==> config.mk <==
export PLATFORM = sky130hd
export DESIGN_NAME = tdt_timer_core
export DESIGN_NICKNAME = d
export VERILOG_FILES = /design/src/rtl/tdt_pkg.sv /design/src/rtl/tdt_pin_sync.sv /design/src/rtl/tdt_timer_core.sv
export VERILOG_INCLUDE_DIRS = /design/src /design/src/rtl
export SDC_FILE = /design/constraint.sdc
export NUM_CORES = 1
export LEC_CHECK = 0
export BUFFER_PORTS_ARGS = -buffer_cell sky130_fd_sc_hd__buf_2
export CAP_MARGIN = 20
export CORE_MARGIN = 2
export CORE_UTILIZATION = 58
export CTS_BUF_LIST = sky130_fd_sc_hd__clkbuf_8
export DETAILED_ROUTE_END_ITERATION = 10
export PLACE_DENSITY = 0.88
export SLEW_MARGIN = 10
export SYNTH_ARGS = -nofsm -noshare
export SYNTH_HDL_FRONTEND = slang
export SYNTH_SLANG_ARGS = --single-unit
==> constraint.sdc <==
create_clock -name core_clk -period 3.4 [get_ports core_clk]
set_input_delay 0.68 -clock core_clk [delete_from_list [all_inputs] [get_ports core_clk]]
set_output_delay 0.68 -clock core_clk [all_outputs]
set_load 0.01 [all_outputs]
==> src/rtl/tdt_timer_cfg.svh <==
// Purpose: Offsets, field positions, reset values and counts of the timer pair.
// Assumes: 32-bit APB words, byte addresses, one register per aligned word.
// Notes:   Definitions only.
`ifndef TDT_TIMER_CFG_SVH
`define TDT_TIMER_CFG_SVH

// Register byte offsets.
`define TDT_OFF_MODE_SEL 12'h000
`define TDT_OFF_CTRL     12'h004
`define TDT_OFF_IEN      12'h008
`define TDT_OFF_CNT_LO0  12'h00C
`define TDT_OFF_CNT_HI0  12'h010
`define TDT_OFF_CNT_LO1  12'h014
`define TDT_OFF_CNT_HI1  12'h018
`define TDT_OFF_STAT   12'h01C
`define TDT_OFF_MASK   12'h020
`define TDT_LAST_INDEX 10'h008

// Mode register fields.
`define TDT_MSEL_GATE_T1 7
`define TDT_MSEL_SRC_T1  6
`define TDT_MSEL_MODE_T1 5:4
`define TDT_MSEL_GATE_T0 3
`define TDT_MSEL_SRC_T0  2
`define TDT_MSEL_MODE_T0 1:0

// Timer control register fields.
`define TDT_CTRL_RUN_T0  4
`define TDT_CTRL_OVF_T0  5
`define TDT_CTRL_RUN_T1  6
`define TDT_CTRL_OVF_T1  7

// Interrupt enable register fields.
`define TDT_IEN_EN_T0    1
`define TDT_IEN_EN_T1    3
`define TDT_IEN_RSVD   6

// Reset values.
`define TDT_RST_BYTE   8'h00
`define TDT_RST_FLAGS  2'h0

// System clock periods per machine cycle.
`define TDT_MC_PERIODS 4'hC

`endif

==> src/rtl/tdt_pkg.sv <==
// Purpose: Types shared by the timer pair files.
// Assumes: Constants live in tdt_timer_cfg.svh.
// Notes:   Nothing here is imported; users write tdt_pkg::name.
package tdt_pkg;

  // Operating modes held in each two-bit mode field.
  typedef enum logic [1:0] {
    MODE_13BIT = 2'h0,
    MODE_16BIT = 2'h1,
    MODE_RELOAD = 2'h2,
    MODE_SPLIT = 2'h3
  } tdt_mode_t;

  // APB request as driven by the bus master.
  typedef struct packed {
    logic        psel;
    logic        penable;
    logic        pwrite;
    logic [11:0] paddr;
    logic [31:0] pwdata;
  } tdt_apb_req_t;

  // APB answer as driven by this slave.
  typedef struct packed {
    logic        pready;
    logic        pslverr;
    logic [31:0] prdata;
  } tdt_apb_rsp_t;

  // Result of one count step of a timer.
  typedef struct packed {
    logic [7:0] hi;
    logic [7:0] lo;
    logic       ovf;
  } tdt_step_t;

  // Whole state of the timer core.
  typedef struct packed {
    logic [3:0]  pre;
    logic [7:0]  modeSel;
    logic [1:0]  run;
    logic [1:0]  tf;
    logic [7:0]  ien;
    logic [7:0]  cntLo0;
    logic [7:0]  cntHi0;
    logic [7:0]  cntLo1;
    logic [7:0]  cntHi1;
    logic [1:0]  stat;
    logic [1:0]  mask;
    logic [31:0] rdata;
  } tdt_state_t;

endpackage : tdt_pkg

==> src/rtl/tdt_pin_sync.sv <==
// Purpose: Two-stage synchroniser with falling edge detect for pin inputs.
// Assumes: Pins are asynchronous to core_clk.
// Notes:   The first stage feeds only the second stage.
`timescale 1ns/10ps
module tdt_pin_sync #(
  parameter int WIDTH = 4
) (
  input  wire logic             core_clk,
  input  wire logic             reset,
  input  wire logic [WIDTH-1:0] pinIn,
  output logic      [WIDTH-1:0] level,
  output logic      [WIDTH-1:0] fall
);
  typedef struct packed {
    logic [WIDTH-1:0] meta;
    logic [WIDTH-1:0] sync;
    logic [WIDTH-1:0] prev;
  } tdt_sync_st_t;

  tdt_sync_st_t state_q;
  tdt_sync_st_t state_d;

  // Shift the pins through the stages.
  always_comb begin
    state_d      = state_q;
    state_d.meta = pinIn;
    state_d.sync = state_q.meta;
    state_d.prev = state_q.sync;
  end

  // Register the stages; reset clears them.
  always_ff @(posedge core_clk) begin
    if (reset) begin
      state_q <= '0;
    end else begin
      state_q <= state_d;
    end
  end

  // Outputs come from the second and third stages only.
  assign level = state_q.sync;
  assign fall  = state_q.prev & ~state_q.sync;

endmodule : tdt_pin_sync

==> src/rtl/tdt_timer_core.sv <==
// Purpose: Two timers with four modes, reached over APB.
// Assumes: core_clk 10 MHz, synchronous active-high reset, zero-wait APB.
// Notes:   Count pins and gate pins are synchronised before use.
// Notes on behaviour
// RULE_01 - Mode register: two mode bits, select, gate each.
// RULE_02 - Mode 0: 13-bit count, low five prescale.
// RULE_03 - Software ignores top three low bits, mode 0.
// RULE_04 - Wrap to zero sets the overflow flag.
// RULE_05 - Count only when run and gate condition hold.
// RULE_06 - Setting run never clears the count bytes.
// RULE_07 - Mode 1: full 16-bit cascade, no prescaler.
// RULE_08 - Mode 2: low byte reloads from high byte.
// RULE_09 - Mode 2 reload leaves high byte untouched.
// RULE_10 - Mode 3: timer zero splits into two bytes.
// RULE_11 - Select clear: count internal machine cycles.
// RULE_12 - Overflow flag acts as interrupt request.
// RULE_13 - Enable bits 1 and 3 gate requests.
// RULE_14 - Select set: count synchronised falling pin edges.
// RULE_15 - Machine cycle is twelve clock periods.
// RULE_16 - Vectoring to the routine clears the flag.
// RULE_17 - Timer one in mode 3 holds its count.
// RULE_18 - Split high byte always counts machine cycles.
`timescale 1ns/10ps
`include "tdt_timer_cfg.svh"
module tdt_timer_core (
  input  wire logic                  core_clk,
  input  wire logic                  reset,
  input  wire tdt_pkg::tdt_apb_req_t apbReq,
  output tdt_pkg::tdt_apb_rsp_t      apbRsp,
  input  wire logic                  ext_gate_pin_0,
  input  wire logic                  ext_gate_pin_1,
  input  wire logic                  countPin0,
  input  wire logic                  countPin1,
  input  wire logic                  intAckT0,
  input  wire logic                  intAckT1,
  output logic                       irqReqT0,
  output logic                       irqReqT1,
  output logic                       irq
);
  tdt_pkg::tdt_state_t state_q;
  tdt_pkg::tdt_state_t state_d;
  tdt_pkg::tdt_step_t  step0;
  tdt_pkg::tdt_step_t  step1;
  tdt_pkg::tdt_mode_t  mode0;
  tdt_pkg::tdt_mode_t  mode1;
  logic [3:0]          pinLevel;
  logic [3:0]          pinFall;
  logic                tick;
  logic                en0;
  logic                en1;
  logic                enSplit;
  logic                splitOvf;
  logic [1:0]          ovfEvt;
  logic                mapped;
  logic                busWr;
  logic [7:0]          wByte;
  logic [31:0]         readVal;

  // Gate pins in bits 1:0, count pins in bits 3:2.
  tdt_pin_sync #(
    .WIDTH (4)
  ) u_sync (
    .core_clk (core_clk),
    .reset    (reset),
    .pinIn    ({countPin1, countPin0, ext_gate_pin_1, ext_gate_pin_0}),
    .level    (pinLevel),
    .fall     (pinFall)
  );

  // One count step of a timer in the given mode.
  function automatic tdt_pkg::tdt_step_t stepTimer(
    input tdt_pkg::tdt_mode_t mode,
    input logic [7:0]         hi,
    input logic [7:0]         lo,
    input logic               en
  );
    tdt_pkg::tdt_step_t r;
    r.hi  = hi;
    r.lo  = lo;
    r.ovf = 1'b0;
    if (en) begin
      case (mode)
        tdt_pkg::MODE_13BIT: begin
          // Top three low bits are left as they are.
          r.lo = {lo[7:5], lo[4:0] + 5'h01}; // see RULE_02
          if (lo[4:0] == 5'h1F) begin
            r.hi  = hi + 8'h01;
            r.ovf = (hi == 8'hFF); // see RULE_04
          end
        end
        tdt_pkg::MODE_16BIT: begin
          {r.hi, r.lo} = {hi, lo} + 16'h0001; // see RULE_07
          r.ovf        = ({hi, lo} == 16'hFFFF);
        end
        tdt_pkg::MODE_RELOAD: begin
          // High byte is only read here, never written.
          r.lo  = (lo == 8'hFF) ? hi : lo + 8'h01; // see RULE_08 RULE_09
          r.ovf = (lo == 8'hFF);
        end
        default: begin
          r.lo  = lo + 8'h01; // see RULE_10
          r.ovf = (lo == 8'hFF);
        end
      endcase
    end
    return r;
  endfunction : stepTimer

  // True when the address hits a mapped word.
  function automatic logic addrMapped(input logic [11:0] addr);
    return (addr[1:0] == 2'h0) && (addr[11:2] <= `TDT_LAST_INDEX);
  endfunction : addrMapped

  // Mode decode and count enables.
  assign mode0 = tdt_pkg::tdt_mode_t'(
                   state_q.modeSel[`TDT_MSEL_MODE_T0]); // see RULE_01
  assign mode1 = tdt_pkg::tdt_mode_t'(state_q.modeSel[`TDT_MSEL_MODE_T1]);
  assign tick  = (state_q.pre == `TDT_MC_PERIODS - 4'h1); // see RULE_15
  assign en0 = state_q.run[0]
             & (~state_q.modeSel[`TDT_MSEL_GATE_T0] | pinLevel[0]) // see RULE_05
             & (state_q.modeSel[`TDT_MSEL_SRC_T0]
                ? pinFall[2] : tick); // see RULE_11 RULE_14
  assign en1 = state_q.run[1]
             & (~state_q.modeSel[`TDT_MSEL_GATE_T1] | pinLevel[1]) // see RULE_05
             & (state_q.modeSel[`TDT_MSEL_SRC_T1] ? pinFall[3] : tick)
             & (mode1 != tdt_pkg::MODE_SPLIT); // see RULE_17
  // Split high byte uses the second run bit and machine cycles only.
  assign enSplit  = (mode0 == tdt_pkg::MODE_SPLIT) & state_q.run[1] & tick; // see RULE_18
  assign splitOvf = enSplit & (state_q.cntHi0 == 8'hFF);
  assign step0    = stepTimer(mode0, state_q.cntHi0, state_q.cntLo0, en0);
  assign step1    = stepTimer(mode1, state_q.cntHi1, state_q.cntLo1, en1);
  // Split mode hands the second flag to the high byte of timer zero.
  assign ovfEvt[0] = step0.ovf;
  assign ovfEvt[1] = (mode0 == tdt_pkg::MODE_SPLIT) ? splitOvf : step1.ovf; // see RULE_10

  // Bus decode.
  assign mapped = addrMapped(apbReq.paddr);
  assign busWr  = apbReq.psel & apbReq.penable & apbReq.pwrite & mapped;
  assign wByte  = apbReq.pwdata[7:0];

  // Read multiplexer; unlisted bits read zero.
  always_comb begin
    readVal = 32'h0000_0000;
    case (apbReq.paddr)
      `TDT_OFF_MODE_SEL: readVal[7:0] = state_q.modeSel;
      `TDT_OFF_CTRL: begin
        readVal[`TDT_CTRL_RUN_T0] = state_q.run[0];
        readVal[`TDT_CTRL_OVF_T0] = state_q.tf[0];
        readVal[`TDT_CTRL_RUN_T1] = state_q.run[1];
        readVal[`TDT_CTRL_OVF_T1] = state_q.tf[1];
      end
      `TDT_OFF_IEN:     readVal[7:0] = state_q.ien;
      `TDT_OFF_CNT_LO0: readVal[7:0] = state_q.cntLo0;
      `TDT_OFF_CNT_HI0: readVal[7:0] = state_q.cntHi0;
      `TDT_OFF_CNT_LO1: readVal[7:0] = state_q.cntLo1;
      `TDT_OFF_CNT_HI1: readVal[7:0] = state_q.cntHi1;
      `TDT_OFF_STAT: readVal[1:0] = state_q.stat;
      `TDT_OFF_MASK: readVal[1:0] = state_q.mask;
      default:       readVal = 32'h0000_0000;
    endcase
  end

  // Next state: prescaler, counters, registers and flags.
  always_comb begin
    state_d = state_q;
    state_d.pre = tick ? 4'h0 : state_q.pre + 4'h1; // see RULE_15
    state_d.cntLo0 = step0.lo;
    state_d.cntHi0 = enSplit ? state_q.cntHi0 + 8'h01 : step0.hi;
    state_d.cntLo1 = step1.lo;
    state_d.cntHi1 = step1.hi;
    if (apbReq.psel && !apbReq.penable) begin
      state_d.rdata = readVal;
    end
    // A bus write overrides a count step in the same cycle.
    if (busWr) begin
      case (apbReq.paddr)
        `TDT_OFF_MODE_SEL: state_d.modeSel = wByte; // see RULE_01
        `TDT_OFF_CTRL: begin
          // Run bits touch no count byte.
          state_d.run[0] = wByte[`TDT_CTRL_RUN_T0]; // see RULE_06
          state_d.run[1] = wByte[`TDT_CTRL_RUN_T1];
          state_d.tf[0]  = wByte[`TDT_CTRL_OVF_T0];
          state_d.tf[1]  = wByte[`TDT_CTRL_OVF_T1];
        end
        `TDT_OFF_IEN: begin
          state_d.ien                = wByte;
          state_d.ien[`TDT_IEN_RSVD] = 1'b0;
        end
        `TDT_OFF_CNT_LO0: state_d.cntLo0 = wByte;
        `TDT_OFF_CNT_HI0: state_d.cntHi0 = wByte;
        `TDT_OFF_CNT_LO1: state_d.cntLo1 = wByte;
        `TDT_OFF_CNT_HI1: state_d.cntHi1 = wByte;
        `TDT_OFF_STAT: state_d.stat = state_q.stat & ~wByte[1:0];
        `TDT_OFF_MASK: state_d.mask = wByte[1:0];
        default:       state_d.mask = state_q.mask;
      endcase
    end
    // Vectoring clears a flag; a new overflow wins over any clear.
    if (intAckT0) begin
      state_d.tf[0] = 1'b0; // see RULE_16
    end
    if (intAckT1) begin
      state_d.tf[1] = 1'b0; // see RULE_16
    end
    state_d.tf   = state_d.tf | ovfEvt; // see RULE_04
    state_d.stat = state_d.stat | ovfEvt;
  end

  // State register.
  always_ff @(posedge core_clk) begin
    if (reset) begin
      state_q       <= '0;
      state_q.modeSel <= `TDT_RST_BYTE;
      state_q.ien   <= `TDT_RST_BYTE;
      state_q.tf    <= `TDT_RST_FLAGS;
      state_q.stat  <= `TDT_RST_FLAGS;
    end else begin
      state_q <= state_d;
    end
  end

  // Interrupt requests and bus answer.
  assign irqReqT0 = state_q.tf[0]
                  & state_q.ien[`TDT_IEN_EN_T0]; // see RULE_12 RULE_13
  assign irqReqT1 = state_q.tf[1]
                  & state_q.ien[`TDT_IEN_EN_T1]; // see RULE_12 RULE_13
  assign irq      = |(state_q.stat & state_q.mask);
  assign apbRsp.pready  = 1'b1;
  assign apbRsp.pslverr = apbReq.psel & apbReq.penable & ~mapped;
  assign apbRsp.prdata  = state_q.rdata;
endmodule : tdt_timer_core

==> flow_summary.json, run 1 <==
{
  "nets": 683,
  "clk_path_buf_depth": 2,
  "asyncSetResetFlopFracSynth_pct": 0,
  "port_buffers": 42,
  "ys.flop_type": "dfxtp_1",
  "largest_fanout_on_the_critical_path": 9,
  "multi_input_comb_area_mm2": 0.00316,
  "ys_seq_area_share_pct": 30.6,
  "gr-total-overflow": 0,
  "area.growth.synth_to_final_pct": 5.64,
  "dieWidth_um": 97.2,
  "path_clk_slew_ns": 0.08,
  "grtUsageTotal_pct": 31.0,
  "dr_total_vias": 4889,
  "floorplan.rows": 33,
  "timing_hold_violations_final": 0,
  "post_cts_setup_buffers": 0,
  "count_of_flip_flops_with_a_built_in_enable_after_synthesis": 0,
  "gp_congestion": 0.958,
  "number_of_buffers_inserted_during_clock_tree_synthesis": 9,
  "max_cap_violations": 0,
  "netlist_instances": 609,
  "die_footprint_mm2": 0.00944,
  "rsz_0062_raised_after_global_routing": "no",
  "syn_area_mm2": 0.00503,
  "die_height_um": 97.2,
  "detailedRoute.firstIterationViolations": 454,
  "clock.fmax_ghz": 0.347,
  "cts-htree-levels": 3,
  "drt.antenna.violating_nets": 0,
  "antenna_found_initial": 0,
  "routed_wl_mm": 14.7,
  "power.share.switching_pct": 26.0,
  "p_int_mw": 1.28,
  "cts_hold_repair.buffers": 0,
  "share_comb_of_total_power_pct": 7.2,
  "vias_per_cell": 6.70,
  "vdd.ir_drop.worst_mv": 0.361,
  "p_switching_uw": 449,
  "sequential_cell_area_mm2": 0.00154,
  "top_level_ports": 92,
  "timing_worst_slew_pin_value_ns": 0.808,
  "yosysUniqueCellTypes": 63,
  "largest_net_degree_at_the_start_of_global_routing": 36,
  "arrival_ns": 2.21,
  "ctsResizeCount": 0,
  "clock_network_power_share_pct": 40.1,
  "final_max_slew_viol_count": 0,
  "ys_seq_elements": 77,
  "required_ns": 2.72,
  "end_kind": "primary output",
  "period_minus_slack_ns": 2.89,
  "numClockSinks": 77,
  "cts_tree": "built",
  "hpwl_mm": 10.4,
  "wl_per_cell_um": 20.1,
  "clock_insertion_delay_worst_skew_ns": 0.36,
  "route.detailed.drc": 0,
  "fillerInstances": 721,
  "grt_pass1_vias": 4490,
  "design.core.area_mm2": 0.00830,
  "drive_above_1_share_pct": 13.6,
  "clock_skew_ns": 0.00938,
  "floorplan.initialDensity_pct": 60.7,
  "clockRootBuffer": "clkbuf_8",
  "setup_total_negative_slack_ns": 0,
  "synth.yosys.warnings": 0,
  "placedCellCount": 715,
  "post-layout-total-power_mw": 1.73,
  "finalSetupViolCount": 0,
  "timing.hold.worst.class": "reg2reg",
  "grt_pass1_wl_mm": 23.4,
  "slew_margin_rel_pct": 45.4,
  "postLayoutCoreUtil_pct": 64.1,
  "cp-start-kind": "input port",
  "fin_cells": 730,
  "iteration_count_of_the_initial_detailed_routing_pass": 6,
  "avgSynthCellArea_um2": 8.27,
  "fin_crit_sh_pct": 84.9,
  "power.density_mw_per_mm2": 325,
  "worst-setup-path-type": "in2out",
  "run_status": "completed",
  "power.leakage_nw": 1.89,
  "antenna_cells": 0,
  "seqPwrFrac_pct": 52.7
}
sequential cells by signal, summed over array words and instances (netlist names):
name	flops
u_sync.level	4
apbRsp	8
u_sync.state_d	4
mode1	2
u_sync.state_q	2
mode0	2
state_q	55
cells in the mapped netlist, types with 5 or more instances:
| master | number | area, µm² |
|---|---|---|
| ha_1 | 7 | 87.6 |
| a22o_1 | 5 | 43.8 |
| dfxtp_1 | 77 | 1540 |
| o2111ai_1 | 5 | 43.8 |
| nor3b_1 | 5 | 37.5 |
| nand2_1 | 37 | 139 |
| or3_1 | 7 | 43.8 |
| nor4_1 | 8 | 50.1 |
| inv_1 | 8 | 30.0 |
| xnor2_1 | 9 | 78.8 |
| and2_1 | 5 | 31.3 |
| o22ai_1 | 5 | 31.3 |
| o21ai_0 | 21 | 105 |
| mux2i_1 | 36 | 360 |
| a22oi_1 | 6 | 45.0 |
| nor4b_1 | 5 | 43.8 |
| o2bb2ai_1 | 5 | 43.8 |
| buf_4 | 33 | 248 |
| nand4_1 | 9 | 56.3 |
| nand3_1 | 19 | 95.1 |
| and4_1 | 6 | 52.6 |
| a21oi_1 | 21 | 105 |
| and3_1 | 17 | 106 |
| mux2_2 | 7 | 78.8 |
| o31ai_1 | 5 | 37.5 |
| o32ai_1 | 5 | 43.8 |
| buf_1 | 5 | 18.8 |
| nand2b_1 | 6 | 37.5 |
| a31oi_1 | 12 | 75.1 |
| clkbuf_1 | 30 | 113 |
| or4_1 | 8 | 60.1 |
| xor2_1 | 7 | 61.3 |
| nor2b_1 | 16 | 100 |
| nor2_1 | 63 | 236 |
| a211oi_1 | 15 | 113 |
| nor3_1 | 12 | 60.1 |
per-layer routing:
| layer | global-route usage, % | wire length [µm] |
|---|---|---|
| met5 | 0 | 0 |
| met4 | 16.5 | 720 |
| met2 | 45.2 | 6290 |
| met1 | 41.7 | 6060 |
| met3 | 8.35 | 1580 |
cells in the final DEF, fill, tap and decap left out, types with 6 or more instances in the layout:
master     n
a211oi_1  15
a21oi_1   21
a22oi_1    6
a31oi_1   12
and3_1    17
and4_1     6
buf_2     42
buf_4      8
clkbuf_8   9
conb_1    25
dfxtp_1   77
ha_1       7
inv_1      9
mux2_2     7
mux2i_1   36
nand2_1   37
nand2b_1   6
nand3_1   19
nand4_1    9
nor2_1    63
nor2b_1   16
nor3_1    12
nor4_1     8
o21ai_0   21
or3_1      7
or4_1      8
xnor2_1    9
xor2_1     7
kinds of logic (layout without fill, tap and decap cells):
| group | count (synthesis) | in the layout | share of synthesized area [%] |
|---|---|---|---|
| XOR/XNOR | 16 | 16 | 2.78 |
| buffers and inverters | 80 | 73 | 8.52 |
| AND/OR/NAND/NOR | 241 | 241 | 26.2 |
| flip-flops | 77 | 77 | 30.6 |
| multiplexers | 47 | 47 | 10.5 |
| adder cells (fa/ha/maj) | 7 | 7 | 1.74 |
| other | 2 | 25 | 0.149 |
| AO/OA/AOI/OAI | 139 | 139 | 19.5 |
critical path, cell delays in order:
cell and delay [ns]:
buf_2 0.10, or4_1 0.65, nor2_1 0.47, a31oi_1 0.14, buf_2 0.16
power by group through the flow:
stage	registers [mW]	clock network, mW	logic [mW]
after floorplan	0.933	0	0.0941
after detailed placement	0.934	0	0.120
after global routing	0.914	0.738	0.134
final	0.912	0.694	0.124
after global placement	0.933	0	0.117
after CTS	0.912	0.697	0.121
cell type report:
cell class | count | share of cell area [%]
clock buffer | 9 | 2.33
inverter | 8 | 0.565
sequential | 77 | 29.0
multi-input combinational | 475 | 59.4
timing repair buffer | 50 | 5.08
tap | 105 | 2.47
clock inverter | 6 | 1.22
path summary, 6_finish.rpt:
path / start / end / slack, ns / cells past startpoint
worst max register to register: state_q[88] / state_q[43] / 0.77 / 6
worst min register to register: u_sync.state_d[4] / u_sync.level[0] / 0.44 / 1
worst max-delay path: apbReq[41] / apbRsp[32] / 0.51 / 5
worst min-delay path: u_sync.state_d[4] / u_sync.level[0] / 0.44 / 1
metrics by stage:
stage	area, µm²	hold WS, ns	setup WS (ns)
2_1_floorplan	5120	0.414	0.543
3_3_place_gp	5130	0.417	0.326
3_5_place_dp	5130	0.424	0.250
4_1_cts	5320	0.443	0.544
5_1_grt	5320	0.459	0.393
6_report	5320	0.440	0.514
(Power assumes the default switching activity.)
==> run 2, diff against run 1 <==
==> constraint.sdc (replaced) <==
create_clock -name core_clk -period 2.86 [get_ports core_clk]
set_input_delay 0.572 -clock core_clk [delete_from_list [all_inputs] [get_ports core_clk]]
set_output_delay 0.572 -clock core_clk [all_outputs]
set_load 0.01 [all_outputs]
==> flow_summary.json, run 2 (same netlist as run 1, synthesis figures left out) <==
{
  "floorplan.rows": 33,
  "regToRegSetupSlack_ns": 0.47,
  "setup_total_negative_slack_ns": 0,
  "routedLengthMet1_mm": 6.04,
  "largest_net_degree_at_the_start_of_global_routing": 29,
  "grt_pass1_wl_mm": 23.4,
  "cts_tree": "built",
  "dr_total_vias": 4975,
  "finalSetupViolCount": 0,
  "final_max_slew_viol_count": 0,
  "clock_insertion_delay_worst_skew_ns": 0.35,
  "largest_reg_flops": 55,
  "die_height_um": 97.2,
  "iteration_count_of_the_initial_detailed_routing_pass": 5,
  "gr-total-overflow": 0,
  "area.growth.synth_to_final_pct": 8.18,
  "grt_pass1_vias": 4618,
  "power.leakage_nw": 1.97,
  "r2r-end": "state_q[40]",
  "crit_end": "apbRsp[32]",
  "clockRootBuffer": "clkbuf_8",
  "registers.top_by_ff_count": "state_q",
  "gp_congestion": 0.955,
  "detailedRoute.firstIterationViolations": 524,
  "top_level_ports": 92,
  "vias_per_cell": 6.70,
  "seqPwrFrac_pct": 50.8,
  "antenna_found_initial": 0,
  "run_status": "completed",
  "detailroute.wirelength.met2_mm": 6.32,
  "grtUsageTotal_pct": 30.8,
  "p_switching_uw": 504,
  "die_footprint_mm2": 0.00944,
  "fin_crit_sh_pct": 90.5,
  "share_comb_of_total_power_pct": 7.0,
  "wl_per_cell_um": 19.9,
  "hold_path_depth": 2,
  "vdd.ir_drop.worst_mv": 0.278,
  "nets": 695,
  "routed_wl_mm": 14.7,
  "timing_worst_slew_pin_value_ns": 0.727,
  "startpoint": "apbReq[41]",
  "design.core.area_mm2": 0.00830,
  "clk_path_buf_depth": 2,
  "p_int_mw": 1.63,
  "clock_skew_ns": 0.00603,
  "clock.fmax_ghz": 0.387,
  "most-common-layout-cells": "dfxtp_1, nor2_1, buf_2",
  "cts_hold_repair.buffers": 0,
  "timing.hold.worst.class": "in2reg",
  "rsz_0062_raised_after_global_routing": "no",
  "timing_hold_violations_final": 0,
  "reg2reg_depth": 8,
  "period_minus_slack_ns": 2.59,
  "finalHoldWorstSlack_ns": 0.428,
  "path_clk_slew_ns": 0.07,
  "cp-start-kind": "input port",
  "post_cts_setup_buffers": 0,
  "dieWidth_um": 97.2,
  "slew_margin_rel_pct": 51.5,
  "floorplan.initialDensity_pct": 60.7,
  "clock_network_power_share_pct": 42.3,
  "ctsResizeCount": 0,
  "worst-setup-path-type": "in2out",
  "numClockSinks": 77,
  "max_cap_violations": 0,
  "most_common_cell_after_layout_fill_and_taps_aside": "dfxtp_1",
  "route.detailed.drc": 0,
  "power.density_mw_per_mm2": 392,
  "power.share.switching_pct": 23.6,
  "antenna_cells": 0,
  "cts-htree-levels": 3,
  "required_ns": 2.29,
  "route.top_layer_used": "met4",
  "arrival_ns": 2.02,
  "end_kind": "primary output",
  "hpwl_mm": 10.8,
  "port_buffers": 42,
  "largest_fanout_on_the_critical_path": 6,
  "drive_above_1_share_pct": 15.2,
  "timing.rr.start": "state_q[44]",
  "dr_wl_met3_mm": 1.59,
  "drt.antenna.violating_nets": 0,
  "number_of_buffers_inserted_during_clock_tree_synthesis": 9
}
run 2: worst min path at each step:
stage | startpoint | end | slack (ns)
floorplan | u_sync.state_d[4] | u_sync.level[0] | 0.41
global placement | u_sync.state_d[4] | u_sync.level[0] | 0.42
detailed placement | u_sync.state_d[5] | u_sync.level[1] | 0.43
CTS | ext_gate_pin_1 | u_sync.state_d[5] | 0.41
global route | countPin0 | u_sync.state_d[6] | 0.43
finish | ext_gate_pin_1 | u_sync.state_d[5] | 0.43
run 2: through the flow:
stage	area [µm²]	setup WS (ns)	std cells	utilization, %	power [mW]
floorplan	5120	0.111	632	-	1.22
global placement	5230	0.142	727	63.0	1.25
detailed placement	5230	0.0407	727	63.0	1.26
CTS	5450	0.283	742	65.6	2.15
global route	5450	0.180	742	65.6	2.20
finish	5450	0.273	742	65.6	2.14
run 2: area by class of cell:
type / count / area (µm²)
Clock buffer: 10 / 138
Sequential cell: 77 / 1540
Tap cell: 105 / 131
Clock inverter: 5 / 76.3
Timing Repair Buffer: 62 / 373
Inverter: 8 / 30.0
Fill cell: 690 / 2850
Multi-Input combinational cell: 475 / 3160
run 2: power groups by stage:
stage | combinational, mW | clock [mW] | sequential (mW)
finish | 0.149 | 0.903 | 1.08
global route | 0.161 | 0.952 | 1.09
CTS | 0.145 | 0.915 | 1.08
detailed placement | 0.145 | 0 | 1.11
global placement | 0.142 | 0 | 1.11
floorplan | 0.112 | 0 | 1.11
run 2: critical path, stage by stage:
cell	delay, ns
buf_2	0.10
or4_1	0.56
buf_4	0.18
nor2_1	0.19
buf_4	0.18
a31oi_1	0.07
buf_2	0.14
run 2: routing by layer:
layer / track usage (%) / up-vias
li1: - / 2275
met1: 41.2 / 2293
met2: 46.7 / 341
met3: 6.12 / 66
met4: 17.1 / 0
met5: 0 / -
==> run 3, diff against run 2 <==
--- a/config.mk
+++ b/config.mk
@@ -9,10 +9,11 @@
 export BUFFER_PORTS_ARGS = -buffer_cell sky130_fd_sc_hd__buf_2
 export CAP_MARGIN = 20
 export CORE_MARGIN = 2
-export CORE_UTILIZATION = 58
+export CORE_UTILIZATION = 35
 export CTS_BUF_LIST = sky130_fd_sc_hd__clkbuf_8
 export DETAILED_ROUTE_END_ITERATION = 10
-export PLACE_DENSITY = 0.88
+export PLACE_DENSITY = 0.59
+export SKIP_LAST_GASP = 1
 export SLEW_MARGIN = 10
 export SYNTH_ARGS = -nofsm -noshare
 export SYNTH_HDL_FRONTEND = slang
==> flow_summary.json, run 3 (same netlist as run 1, synthesis figures left out) <==
{
  "timing_worst_slew_pin_value_ns": 0.656,
  "iteration_count_of_the_initial_detailed_routing_pass": 5,
  "rsz_0062_raised_after_global_routing": "no",
  "final_max_slew_viol_count": 0,
  "routed_wl_mm": 15.8,
  "registers.top_by_ff_count": "state_q",
  "worst-setup-path-type": "in2out",
  "final.setup.worst_slack_ns": 0.247,
  "setup_total_negative_slack_ns": 0,
  "grt_pass1_wl_mm": 23.9,
  "floorplan.rows": 43,
  "clk_path_buf_depth": 2,
  "post_cts_setup_buffers": 0,
  "die_footprint_mm2": 0.0154,
  "number_of_buffers_inserted_during_clock_tree_synthesis": 9,
  "gp_congestion": 0.922,
  "wl_per_cell_um": 19.3,
  "most_common_cell_after_layout_fill_and_taps_aside": "dfxtp_1",
  "ctsResizeCount": 0,
  "post-layout-total-power_mw": 2.35,
  "power.leakage_nw": 2.00,
  "largest_reg_flops": 55,
  "vias_per_cell": 5.96,
  "timing.rr.start": "state_q[44]",
  "area.growth.synth_to_final_pct": 11.3,
  "worst_path_largest_cell_delay_ns": 0.56,
  "p_switching_uw": 550,
  "arrival_ns": 2.04,
  "cp-start-kind": "input port",
  "floorplan.initialDensity_pct": 36.0,
  "gr-total-overflow": 0,
  "dieWidth_um": 124,
  "worst_path_max_delay_cell": "or4_1",
  "timing_hold_violations_final": 0,
  "required_ns": 2.29,
  "antenna_found_initial": 0,
  "max_cap_violations": 0,
  "largest_fanout_on_the_critical_path": 6,
  "r2r-end": "state_q[43]",
  "power.share.switching_pct": 23.4,
  "timing.hold.worst.class": "in2reg",
  "power.density_mw_per_mm2": 419,
  "drt.antenna.violating_nets": 0,
  "regToRegSetupSlack_ns": 0.47,
  "worst_hold_path.endpoint": "u_sync.state_d[6]",
  "slew_margin_rel_pct": 55.6,
  "hpwl_mm": 11.5,
  "end_kind": "primary output",
  "port_buffers": 42,
  "finalSetupViolCount": 0,
  "design.core.area_mm2": 0.0140,
  "route.detailed.drc": 0,
  "seqPwrFrac_pct": 46.1,
  "share_comb_of_total_power_pct": 6.5,
  "detailedRoute.firstIterationViolations": 489,
  "clock_skew_ns": 0.0136,
  "grt_pass1_vias": 4444,
  "largest_net_degree_at_the_start_of_global_routing": 34,
  "startpoint": "apbReq[41]",
  "nets": 696,
  "fin_cells": 819,
  "drive_above_1_share_pct": 15.6,
  "most-common-layout-cells": "dfxtp_1, nor2_1, buf_2",
  "dr_total_vias": 4885,
  "numClockSinks": 77,
  "placed_cell_area_mm2": 0.00533,
  "clock_network_power_share_pct": 47.4,
  "top_level_ports": 92,
  "antenna_cells": 0,
  "clock.fmax_ghz": 0.383,
  "run_status": "completed",
  "finish.instance_area_mm2": 0.00560,
  "cts_hold_repair.buffers": 0,
  "die_height_um": 124,
  "grtUsageTotal_pct": 20.8,
  "fillerInstances": 1443,
  "hold_path_depth": 2,
  "cts-htree-levels": 3,
  "critical_path.cell_chain": "buf_2 > or4_1 > buf_4 > nor2_1 > a31oi_1 > buf_2",
  "cts_tree": "built",
  "p_int_mw": 1.80,
  "period_minus_slack_ns": 2.61,
  "fin_crit_sh_pct": 91.4,
  "placedCellCount": 803,
  "finalHoldWorstSlack_ns": 0.407,
  "clockRootBuffer": "clkbuf_8",
  "vdd.ir_drop.worst_mv": 0.247,
  "worstHoldStart": "countPin0",
  "setup_slack_at_placement_ns": 0.114,
  "reg2reg_depth": 8,
  "postLayoutCoreUtil_pct": 40.1,
  "path_clk_slew_ns": 0.08,
  "clock_insertion_delay_worst_skew_ns": 0.37,
  "most_common_cell_on_crit_path": "buf_2"
}
## run 3: changes by cell type in the layout (fill, tap and decap cells not counted)
cell / delta
bufinv_16: +2
clkinv_4: +2
buf_4: +1
clkbuf_8: -1
clkinv_2: -1
clkinvlp_4: -1
inv_1: -1
inv_6: +1
## run 3: how the worst max path moves through the flow
stage,endpoint,slack [ns],depth (start not counted)
2_1_floorplan,mode0[0],0.11,7
3_3_place_gp,state_q[75],0.11,7
3_5_place_dp,state_q[70],0.11,7
4_1_cts,apbRsp[32],0.28,6
5_1_grt,apbRsp[32],0.20,6
6_report,apbRsp[32],0.25,6
## run 3: layer usage
layer / vias to the layer above / routed length (µm) / GRT usage, %
li1: 2275 / - / -
met1: 2306 / 6690 / 28.1
met2: 263 / 6920 / 31.5
met3: 41 / 1620 / 5.22
met4: 0 / 588 / 8.85
met5: - / 0 / 0
## run 3: cell type report
| cell class | count | area [µm²] | area share [%] |
|---|---|---|---|
| Clock inverter | 7 | 146 | 2.61 |
| Clock buffer | 9 | 124 | 2.21 |
| Inverter | 8 | 30.0 | 0.536 |
| Multi-Input combinational cell | 475 | 3160 | 56.3 |
| Tap cell | 180 | 225 | 4.02 |
| Timing Repair Buffer | 63 | 380 | 6.79 |
| Sequential cell | 77 | 1540 | 27.5 |
## run 3: worst max-delay path: cells and delay by family
kind	cells	cell delay (ns)
compound gates	1	0.13
simple gates	2	0.90
buf+inv	3	0.43
## run 3: power groups by stage
stage               combinational, mW  clock (mW)  sequential, mW
floorplan                       0.112           0            1.11
global placement                0.148           0            1.11
global route                    0.166        1.18            1.09
finish                          0.152        1.11            1.08
detailed placement              0.150           0            1.11
CTS                             0.150        1.14            1.08
